## src/region_pkg.sv

```systemverilog
// Package of address map constants and region codes for the region decoder
package region_pkg;
   // Flash map
   localparam logic [12:0] flash_user_lo = 13'h0000;
   localparam logic [12:0] flash_user_hi = 13'h07FF;
   localparam logic [12:0] flash_lock_lo = 13'h0800;
   localparam logic [12:0] flash_lock_hi = 13'h1FFF;
   localparam int flash_aw = 13;
   localparam int page_aw = 9;
   // Data space map
   localparam int ram_aw = 12;
   localparam logic [11:0] app_lo_lo = 12'h000;
   localparam logic [11:0] app_lo_hi = 12'h07F;
   localparam logic [11:0] eng_lo_lo = 12'h080;
   localparam logic [11:0] eng_lo_hi = 12'h0EF;
   localparam logic [11:0] adv_lo = 12'h0F0;
   localparam logic [11:0] adv_hi = 12'h0FF;
   localparam logic [11:0] shr_lo = 12'h0F0;
   localparam logic [11:0] shr_hi = 12'h10F;
   localparam logic [11:0] app_hi_lo = 12'h110;
   localparam logic [11:0] app_hi_hi = 12'h18F;
   localparam logic [11:0] eng_hi_lo = 12'h190;
   localparam logic [11:0] eng_hi_hi = 12'h3FF;
   localparam logic [11:0] unimp_lo = 12'h400;
   localparam logic [11:0] unimp_hi = 12'hEFF;
   localparam logic [11:0] ctl_lo = 12'hF00;
   localparam logic [11:0] ctl_hi = 12'hFFF;
   // Reset pin release hold, in clock cycles
   localparam logic [3:0] rst_hold_cycles = 4'h4;
   // Region classes of a data space address
   typedef enum logic [2:0] {reg_app, reg_engine, reg_shared, reg_ctl, reg_unimp} ram_region_t;
   // Erase command kinds
   typedef enum logic [1:0] {er_none, er_page, er_mass} erase_kind_t;
endpackage

```

## src/ram_class_if.sv

```systemverilog
// Interface carrying a data space address and its class
`timescale 1ns/1ps
`default_nettype none
interface ram_class_if;
   import region_pkg::*;
   logic [ram_aw-1:0] addr;
   ram_region_t region;
   logic advanced;
   modport dec (input addr, output region, output advanced);
   modport user (output addr, input region, input advanced);
endinterface
`default_nettype wire

```

## src/ram_classifier.sv

```systemverilog
// Combinational classifier of data space addresses
`timescale 1ns/1ps
`default_nettype none
module ram_classifier
   import region_pkg::*;
(
   // Address in, class out
   ram_class_if.dec cls
);
   // Range compare of the address against the data space map
   always_comb
   begin
      cls.region = reg_unimp;
      if (cls.addr <= app_lo_hi)
         cls.region = reg_app;
      else if (cls.addr >= eng_lo_lo && cls.addr <= eng_lo_hi)
         cls.region = reg_engine;
      else if (cls.addr >= shr_lo && cls.addr <= shr_hi)
         cls.region = reg_shared;
      else if (cls.addr >= app_hi_lo && cls.addr <= app_hi_hi)
         cls.region = reg_app;
      else if (cls.addr >= eng_hi_lo && cls.addr <= eng_hi_hi)
         cls.region = reg_engine;
      else if (cls.addr >= unimp_lo && cls.addr <= unimp_hi)
         cls.region = reg_unimp;
      else if (cls.addr >= ctl_lo)
         cls.region = reg_ctl;
      cls.advanced = (cls.addr >= adv_lo && cls.addr <= adv_hi);
   end
endmodule
`default_nettype wire

```

## src/memory_region_decoder.sv

```systemverilog
// Top of the region decoder: flash erase guard, data space class, reset pin
`timescale 1ns/1ps
`default_nettype none
module memory_region_decoder
   import region_pkg::*;
(
   // Clock and reset
   input wire logic clk,
   input wire logic nrst,
   // Reset pin, open drain
   input wire logic rst_pin_in,
   output logic rst_pin_out,
   output logic rst_pin_oe,
   // Other reset causes, active high level
   input wire logic int_rst_req,
   // Core reset output, active low level
   output logic core_rst_n,
   // Erase request from program or debug
   input wire logic erase_req,
   input wire logic erase_from_dbg,
   input wire logic erase_mass,
   input wire logic [flash_aw-1:0] erase_addr,
   // Erase answer
   output logic erase_go,
   output logic [flash_aw-1:0] erase_go_addr,
   output logic [flash_aw-1:0] erase_go_last,
   output logic erase_refused,
   output logic erase_src_dbg,
   // Flash access class
   input wire logic [flash_aw-1:0] flash_addr,
   output logic flash_user,
   output logic flash_locked,
   // Data space access class
   input wire logic [ram_aw-1:0] ram_addr,
   output logic ram_app,
   output logic ram_engine,
   output logic ram_shared,
   output logic ram_advanced,
   output logic ram_ctl,
   output logic ram_unimp,
   output logic app_allowed
);

   // *************************************************
   // State
   // *************************************************
   // Reset sequencer: hold while any cause is active, then count out
   typedef enum logic [1:0] {rs_hold, rs_run} rst_state_t;
   // All state of the block in one record, registered as a whole
   typedef struct packed {
      rst_state_t rst_st;
      logic [3:0] hold_cnt;
      logic pin_drive;
      logic core_rst_n;
      logic erase_go;
      logic [flash_aw-1:0] go_addr;
      logic [flash_aw-1:0] go_last;
      logic erase_refused;
      logic src_dbg;
      logic flash_user;
      logic flash_locked;
      logic ram_app;
      logic ram_engine;
      logic ram_shared;
      logic ram_advanced;
      logic ram_ctl;
      logic ram_unimp;
      logic app_allowed;
   } state_t;
   state_t st_r;
   state_t st_nxt;
   // Link to the data space classifier
   ram_class_if cls ();
   // Helper nets of the next state logic
   logic in_reset;
   logic [flash_aw-1:0] page_base;
   logic [flash_aw-1:0] page_last;

   // *************************************************
   // Data space classifier
   // *************************************************
   // Pure decode; its result is registered with the rest of the state
   ram_classifier u_cls (
      .cls(cls.dec)
   );
   assign cls.addr = ram_addr;

   // *************************************************
   // Erase page bounds and reset causes
   // *************************************************
   // Page bounds of an erase address; a page erase always covers its whole page
   assign page_base = {erase_addr[flash_aw-1:page_aw], {page_aw{1'b0}}};
   assign page_last = {erase_addr[flash_aw-1:page_aw], {page_aw{1'b1}}};
   // Any active cause of reset; the pin sense must show the outside level only
   assign in_reset = !rst_pin_in || int_rst_req;

   // *************************************************
   // Next state
   // *************************************************
   always_comb
   begin
      st_nxt = st_r;
      // Pulses last one cycle; ranges and source hold until the next request
      st_nxt.erase_go = 1'b0;
      st_nxt.erase_refused = 1'b0;

      // Reset sequencing; hold a few cycles after every cause is gone
      case (st_r.rst_st)
         rs_hold:
         begin
            // Count restarts whenever a cause comes back
            if (in_reset)
               st_nxt.hold_cnt = 4'h0;
            else if (st_r.hold_cnt == rst_hold_cycles - 4'h1)
               st_nxt.rst_st = rs_run;
            else
               st_nxt.hold_cnt = st_r.hold_cnt + 4'h1;
         end
         rs_run:
         begin
            // Any cause seen while running starts a new hold
            if (int_rst_req || !rst_pin_in)
            begin
               st_nxt.rst_st = rs_hold;
               st_nxt.hold_cnt = 4'h0;
            end
         end
         default:
         begin
            // Unused code: fall back to holding reset
            st_nxt.rst_st = rs_hold;
            st_nxt.hold_cnt = 4'h0;
         end
      endcase

      // Pin driven low only while internally in reset; pin and core change together
      st_nxt.pin_drive = (st_nxt.rst_st == rs_hold);
      st_nxt.core_rst_n = (st_nxt.rst_st == rs_run);

      // Erase guard, only while out of reset; requests in reset are dropped
      if (erase_req && st_r.rst_st == rs_run)
      begin
         st_nxt.src_dbg = erase_from_dbg;
         // Mass erase is never refused, and it never reaches past the user region
         if (erase_mass)
         begin
            st_nxt.erase_go = 1'b1;
            st_nxt.go_addr = flash_user_lo;
            st_nxt.go_last = flash_user_hi;
         end
         // Locked page: refuse and leave the last range untouched
         else if (erase_addr >= flash_lock_lo && erase_addr <= flash_lock_hi)
            st_nxt.erase_refused = 1'b1;
         else
         begin
            st_nxt.erase_go = 1'b1;
            st_nxt.go_addr = page_base;
            st_nxt.go_last = page_last;
         end
      end

      // Registered access classes
      st_nxt.flash_user = flash_addr <= flash_user_hi;
      st_nxt.flash_locked = flash_addr >= flash_lock_lo;
      st_nxt.ram_app = cls.region == reg_app;
      st_nxt.ram_engine = cls.region == reg_engine;
      st_nxt.ram_shared = cls.region == reg_shared;
      st_nxt.ram_advanced = cls.advanced;
      st_nxt.ram_ctl = cls.region == reg_ctl;
      st_nxt.ram_unimp = cls.region == reg_unimp;
      st_nxt.app_allowed = (cls.region == reg_app) || (cls.region == reg_shared)
         || (cls.region == reg_ctl);
   end

   // *************************************************
   // State register
   // *************************************************
   always_ff @(posedge clk or negedge nrst)
   begin
      if (!nrst)
      begin
         st_r <= '0;
         st_r.rst_st <= rs_hold;
         st_r.pin_drive <= 1'b1;
      end
      else
         st_r <= st_nxt;
   end

   // *************************************************
   // Outputs
   // *************************************************
   // Reset pin and core reset; the open-drain pin only ever drives low
   assign rst_pin_out = 1'b0;
   assign rst_pin_oe = st_r.pin_drive;
   assign core_rst_n = st_r.core_rst_n;

   // Erase answer, straight from flip-flops
   assign erase_go = st_r.erase_go;
   assign erase_go_addr = st_r.go_addr;
   assign erase_go_last = st_r.go_last;
   assign erase_refused = st_r.erase_refused;
   assign erase_src_dbg = st_r.src_dbg;

   // Flash class
   assign flash_user = st_r.flash_user;
   assign flash_locked = st_r.flash_locked;

   // Data space class
   assign ram_app = st_r.ram_app;
   assign ram_engine = st_r.ram_engine;
   assign ram_shared = st_r.ram_shared;
   assign ram_advanced = st_r.ram_advanced;
   assign ram_ctl = st_r.ram_ctl;
   assign ram_unimp = st_r.ram_unimp;
   assign app_allowed = st_r.app_allowed;
endmodule
`default_nettype wire

```

## config.mk

```make
export PLATFORM = sky130hd
export DESIGN_NAME = memory_region_decoder
export DESIGN_NICKNAME = d
export VERILOG_FILES = /design/src/region_pkg.sv /design/src/ram_class_if.sv /design/src/ram_classifier.sv /design/src/memory_region_decoder.sv
export SDC_FILE = /design/constraint.sdc
export NUM_CORES = 1
export LEC_CHECK = 0
export BUFFER_PORTS_ARGS = -buffer_cell sky130_fd_sc_hd__buf_2
export CORE_ASPECT_RATIO = 0.9
export CORE_MARGIN = 2
export CORE_UTILIZATION = 46
export CTS_BUF_LIST = sky130_fd_sc_hd__clkbuf_4 sky130_fd_sc_hd__clkbuf_8
export DETAILED_ROUTE_END_ITERATION = 8
export PLACE_DENSITY_LB_ADDON = 0.1
export RECOVER_POWER = 50
export SLEW_MARGIN = 20
export SYNTH_ARGS = -nofsm -noshare
export SYNTH_HDL_FRONTEND = slang
export SYNTH_SLANG_ARGS = --single-unit
```

## constraint.sdc

```tcl
create_clock -name clk -period 3 [get_ports clk]
set_input_delay 0.15 -clock clk [delete_from_list [all_inputs] [get_ports clk]]
set_output_delay 0.15 -clock clk [all_outputs]
set_load 0.02 [all_outputs]
```

==> insert_results.sql <==
INSERT INTO impl_metrics (metric_group, metric, value, unit) VALUES
('timing', 'period_minus_slack', '1.48', 'ns'),
('worst_setup_path', 'cp_top_family', 'buffers and inverters', ''),
('cts', 'ctsLongestPathBuffers', '2', ''),
('timing', 'timing_max_transition_violations_final', '0', ''),
('cts', 'cts-buffers-inserted', '3', ''),
('cells_and_area', 'largest_register_ff_count', '6', ''),
('cts', 'cts_hold_buffers', '3', ''),
('cts', 'cts_resized', '0', ''),
('cells_and_area', 'synthToLayoutAreaGrowth', '13.1', '%'),
('worst_setup_path', 'cp.buffers_inverters', '2', ''),
('timing', 'setup_viol_count_final', '0', ''),
('timing', 'fin_setup_tns', '0', 'ns'),
('cells_and_area', 'drive_above_1_share', '34.6', '%'),
('floorplanning', 'floorplan.initialDensity', '48.0', '%'),
('floorplanning', 'i_o_pin_total', '86', ''),
('synthesis', 'syn_inst', '115', ''),
('cells_and_area', 'utilization', '54.3', '%'),
('timing', 'timing.fmax', '0.673', 'GHz'),
('placed_design', 'port_buffers', '51', ''),
('power_and_ir_drop', 'power-per-cell-area', '407', 'mW/mm^2'),
('worst_setup_path', 'worstPathCellList', 'dlygate4sd3_1, clkbuf_1', ''),
('floorplanning', 'die_area', '0.00326', 'sq mm'),
('synthesis', 'avgSynthCellArea', '11.3', 'sq um'),
('synthesis', 'synth.lib_cells_used.distinct', '32', ''),
('worst_setup_path', 'worst_ep_required_time', '3.21', 'ns'),
('synthesis', 'syn-cell-area', '0.00130', 'sq mm'),
('hold_path', 'min-delay-path-class', 'in -> reg', ''),
('global_routing', 'first_global_vias', '740', ''),
('worst_setup_path', 'max_stage_delay_cell_worst_path', 'sky130_fd_sc_hd__clkbuf_1', ''),
('global_routing', 'grt_pass1_wl', '3150', 'microns'),
('run', 'max_cap_violations', '0', ''),
('global_routing', 'grt_max_degree', '28', ''),
('cts', 'htree_num_levels', '1', ''),
('timing', 'setup_skew_after_layout', '0.00304', 'ns'),
('worst_setup_path', 'cp_slowest_stage_delay', '1.02', 'ns'),
('synthesis', 'sequential_fraction_of_the_synthesis_area', '52.2', '%'),
('worst_setup_path', 'cp-start-kind', 'input port', ''),
('global_routing', 'grt_overflow_total', '0', ''),
('floorplanning', 'fp.coreArea', '0.00270', 'sq mm'),
('cts', 'path_clk_slew', '0.14', 'ns'),
('timing', 'finalHoldViolCount', '0', ''),
('worst_setup_path', 'timing.critical_path.fanout_max', '27', ''),
('detailed_routing', 'drt_iter0_drc', '34', ''),
('timing', 'grt_setup_unrepaired', 'false', ''),
('floorplanning', 'rows', '18', ''),
('placed_design', 'final_wtd_congestion', '0.763', ''),
('power_and_ir_drop', 'static-leakage-power', '0.816', 'nW'),
('cts', 'cts_tree', 'built', ''),
('timing', 'tightest_slew', '1.41', 'ns'),
('cells_and_area', 'regMostFlops', 'st_r', ''),
('detailed_routing', 'wl', '2150', 'microns'),
('global_routing', 'gr-usage-all-layers', '13.6', '%'),
('floorplanning', 'die_w', '60.0', 'microns'),
('status', 'run_status', 'finished, final reports clean', ''),
('power_and_ir_drop', 'ir_worst_vdd', '0.189', 'mV'),
('detailed_routing', 'viasPerCell', '4.60', ''),
('timing', 'period_utilisation_layout', '49.5', '%'),
('placed_design', 'detailed_place_hpwl', '1640', 'microns'),
('worst_setup_path', 'crit_type', 'in -> async', ''),
('timing', 'relSlewSlack', '6.33', '%'),
('worst_setup_path', 'arrival_time_at_the_worst_endpoint', '1.70', 'ns'),
('detailed_routing', 'dr.pass1.iters', '4', ''),
('detailed_routing', 'detailroute.via_count', '856', ''),
('detailed_routing', 'drc', '0', ''),
('synthesis', 'postSynthRegisterBits', '27', ''),
('global_routing', 'initial_antenna_violation_count', '0', ''),
('cts', 'clock_latency', '0.31', 'ns'),
('cells_and_area', 'layout.nets', '203', ''),
('detailed_routing', 'wl_cell', '11.5', 'microns'),
('cts', 'cts.root.buffer_cell', 'sky130_fd_sc_hd__clkbuf_4', ''),
('worst_setup_path', 'critical_path.endpoint_type', 'async pin', ''),
('cells_and_area', 'number_of_diodes', '0', ''),
('detailed_routing', 'antenna_violating_nets_post_route', '0', ''),
('cts', 'clkSinkCount', '27', ''),
('cts', 'post_cts.repair.setup_buffers', '0', ''),
('synthesis', 'synth_warnings', '0', ''),
('floorplanning', 'die_h', '54.4', 'microns');
==> where the power goes <==
group          leakage (nW)  switching (mW)  internal, mW  total (mW)
Sequential            0.351         0.00222         0.370       0.372
Clock                0.0184          0.0997        0.0610       0.161
Combinational         0.447          0.0423        0.0215      0.0638
Total                 0.816           0.144         0.452       0.597
==> final timing paths <==
path	start	end	slack, ns	depth (start not counted)
max	nrst	st_r[45]	1.52	2
min	flash_addr[12]	flash_locked	0.02	2
max reg2reg	st_r[44]	erase_go_addr[10]	1.61	3
min reg2reg	erase_go_addr[9]	erase_go_addr[9]	0.52	1
max in group clk	ram_addr[4]	ram_engine	1.57	5
min in group asynchronous	nrst	erase_go_last[10]	0.67	2
==> cell usage in the layout, fill, tap and decap left out, drive strengths merged, types with 4 or more instances in the layout <==
cell type / Yosys / final
a21oi: 5 / 5
buf: 27 / 40
clkbuf: 0 / 15
conb: 1 / 11
dfrtp: 26 / 26
inv: 8 / 8
nor2: 8 / 8
nor4b: 4 / 4
==> cells in the mapped netlist <==
| cell | instances | area share (%) |
|---|---|---|
| sky130_fd_sc_hd__a21oi_1 | 4 | 1.5 |
| sky130_fd_sc_hd__xnor2_1 | 1 | 0.68 |
| sky130_fd_sc_hd__inv_1 | 8 | 2.3 |
| sky130_fd_sc_hd__ha_1 | 1 | 0.97 |
| sky130_fd_sc_hd__nor2_1 | 8 | 2.3 |
| sky130_fd_sc_hd__dfstp_2 | 1 | 2.0 |
| sky130_fd_sc_hd__and4_1 | 1 | 0.68 |
| sky130_fd_sc_hd__o21ai_0 | 3 | 1.2 |
| sky130_fd_sc_hd__dfrtp_1 | 26 | 50 |
| sky130_fd_sc_hd__nand2b_1 | 1 | 0.48 |
| sky130_fd_sc_hd__or2_1 | 1 | 0.48 |
| sky130_fd_sc_hd__or2_2 | 2 | 0.97 |
| sky130_fd_sc_hd__or3_1 | 2 | 0.97 |
| sky130_fd_sc_hd__mux2_4 | 2 | 2.3 |
| sky130_fd_sc_hd__xor2_1 | 1 | 0.68 |
| sky130_fd_sc_hd__o21bai_4 | 1 | 1.4 |
| sky130_fd_sc_hd__buf_4 | 27 | 16 |
| sky130_fd_sc_hd__a21oi_2 | 1 | 0.68 |
| sky130_fd_sc_hd__nor4b_1 | 4 | 2.7 |
| sky130_fd_sc_hd__or4b_1 | 1 | 0.77 |
| sky130_fd_sc_hd__nand3b_2 | 1 | 0.87 |
| sky130_fd_sc_hd__and2_1 | 2 | 0.97 |
| sky130_fd_sc_hd__nand2b_4 | 1 | 1.1 |
| sky130_fd_sc_hd__or4b_4 | 1 | 1.1 |
| sky130_fd_sc_hd__nor3b_1 | 2 | 1.2 |
| sky130_fd_sc_hd__mux2_2 | 1 | 0.87 |
| sky130_fd_sc_hd__a31oi_1 | 2 | 0.97 |
| sky130_fd_sc_hd__nor3_1 | 2 | 0.77 |
| sky130_fd_sc_hd__nand4b_1 | 2 | 1.4 |
| sky130_fd_sc_hd__conb_1 | 1 | 0.29 |
| sky130_fd_sc_hd__nand2_1 | 3 | 0.87 |
| sky130_fd_sc_hd__mux2i_1 | 1 | 0.77 |
==> stage by stage <==
step / worst slack, ns / power (mW) / instances / area, sq um / hold slack, ns
CTS: 1.62 / 0.612 / 186 / 1480 / 0.00680
finish: 1.52 / 0.597 / 186 / 1470 / 0.0222
detailed placement: 1.66 / 0.442 / 179 / 1420 / 0.193
global placement: 1.68 / 0.440 / 179 / 1420 / 0.185
global route: 1.22 / 0.629 / 186 / 1470 / 0.00739
floorplan: 1.76 / 0.421 / 125 / 1330 / -0.146
==> final cells by class <==
cell class              count  area [sq um]
fillers                   254          1240
flip-flops and latches     27           677
multi-input cells          63           420
repair buffers             54           272
well taps                  30          37.5
clock buffers               4          30.0
inverters                   8          30.0
==> per-layer routing <==
metal  global-route usage, %  vias up  share of wire, %
li1                        -      431                 -
met1                    16.2      395                43
met2                    21.9       28                50
met3                    3.55        2               5.6
met4                    8.89        0               1.3
met5                       0        -                 0
==> kinds of logic after synthesis <==
| kind of cell | count (synthesis) | synth area share [%] |
|---|---|---|
| DFF | 27 | 52.2 |
| and+or+nand+nor | 34 | 17.5 |
| AOI/OAI and AO/OA | 11 | 5.79 |
| xor gates and xnor gates | 2 | 1.35 |
| muxes | 4 | 3.96 |
| adders and majority gates | 1 | 0.965 |
| buffers and inverters | 35 | 18.0 |
| other | 1 | 0.289 |
Power figures use the tool's default switching activity.
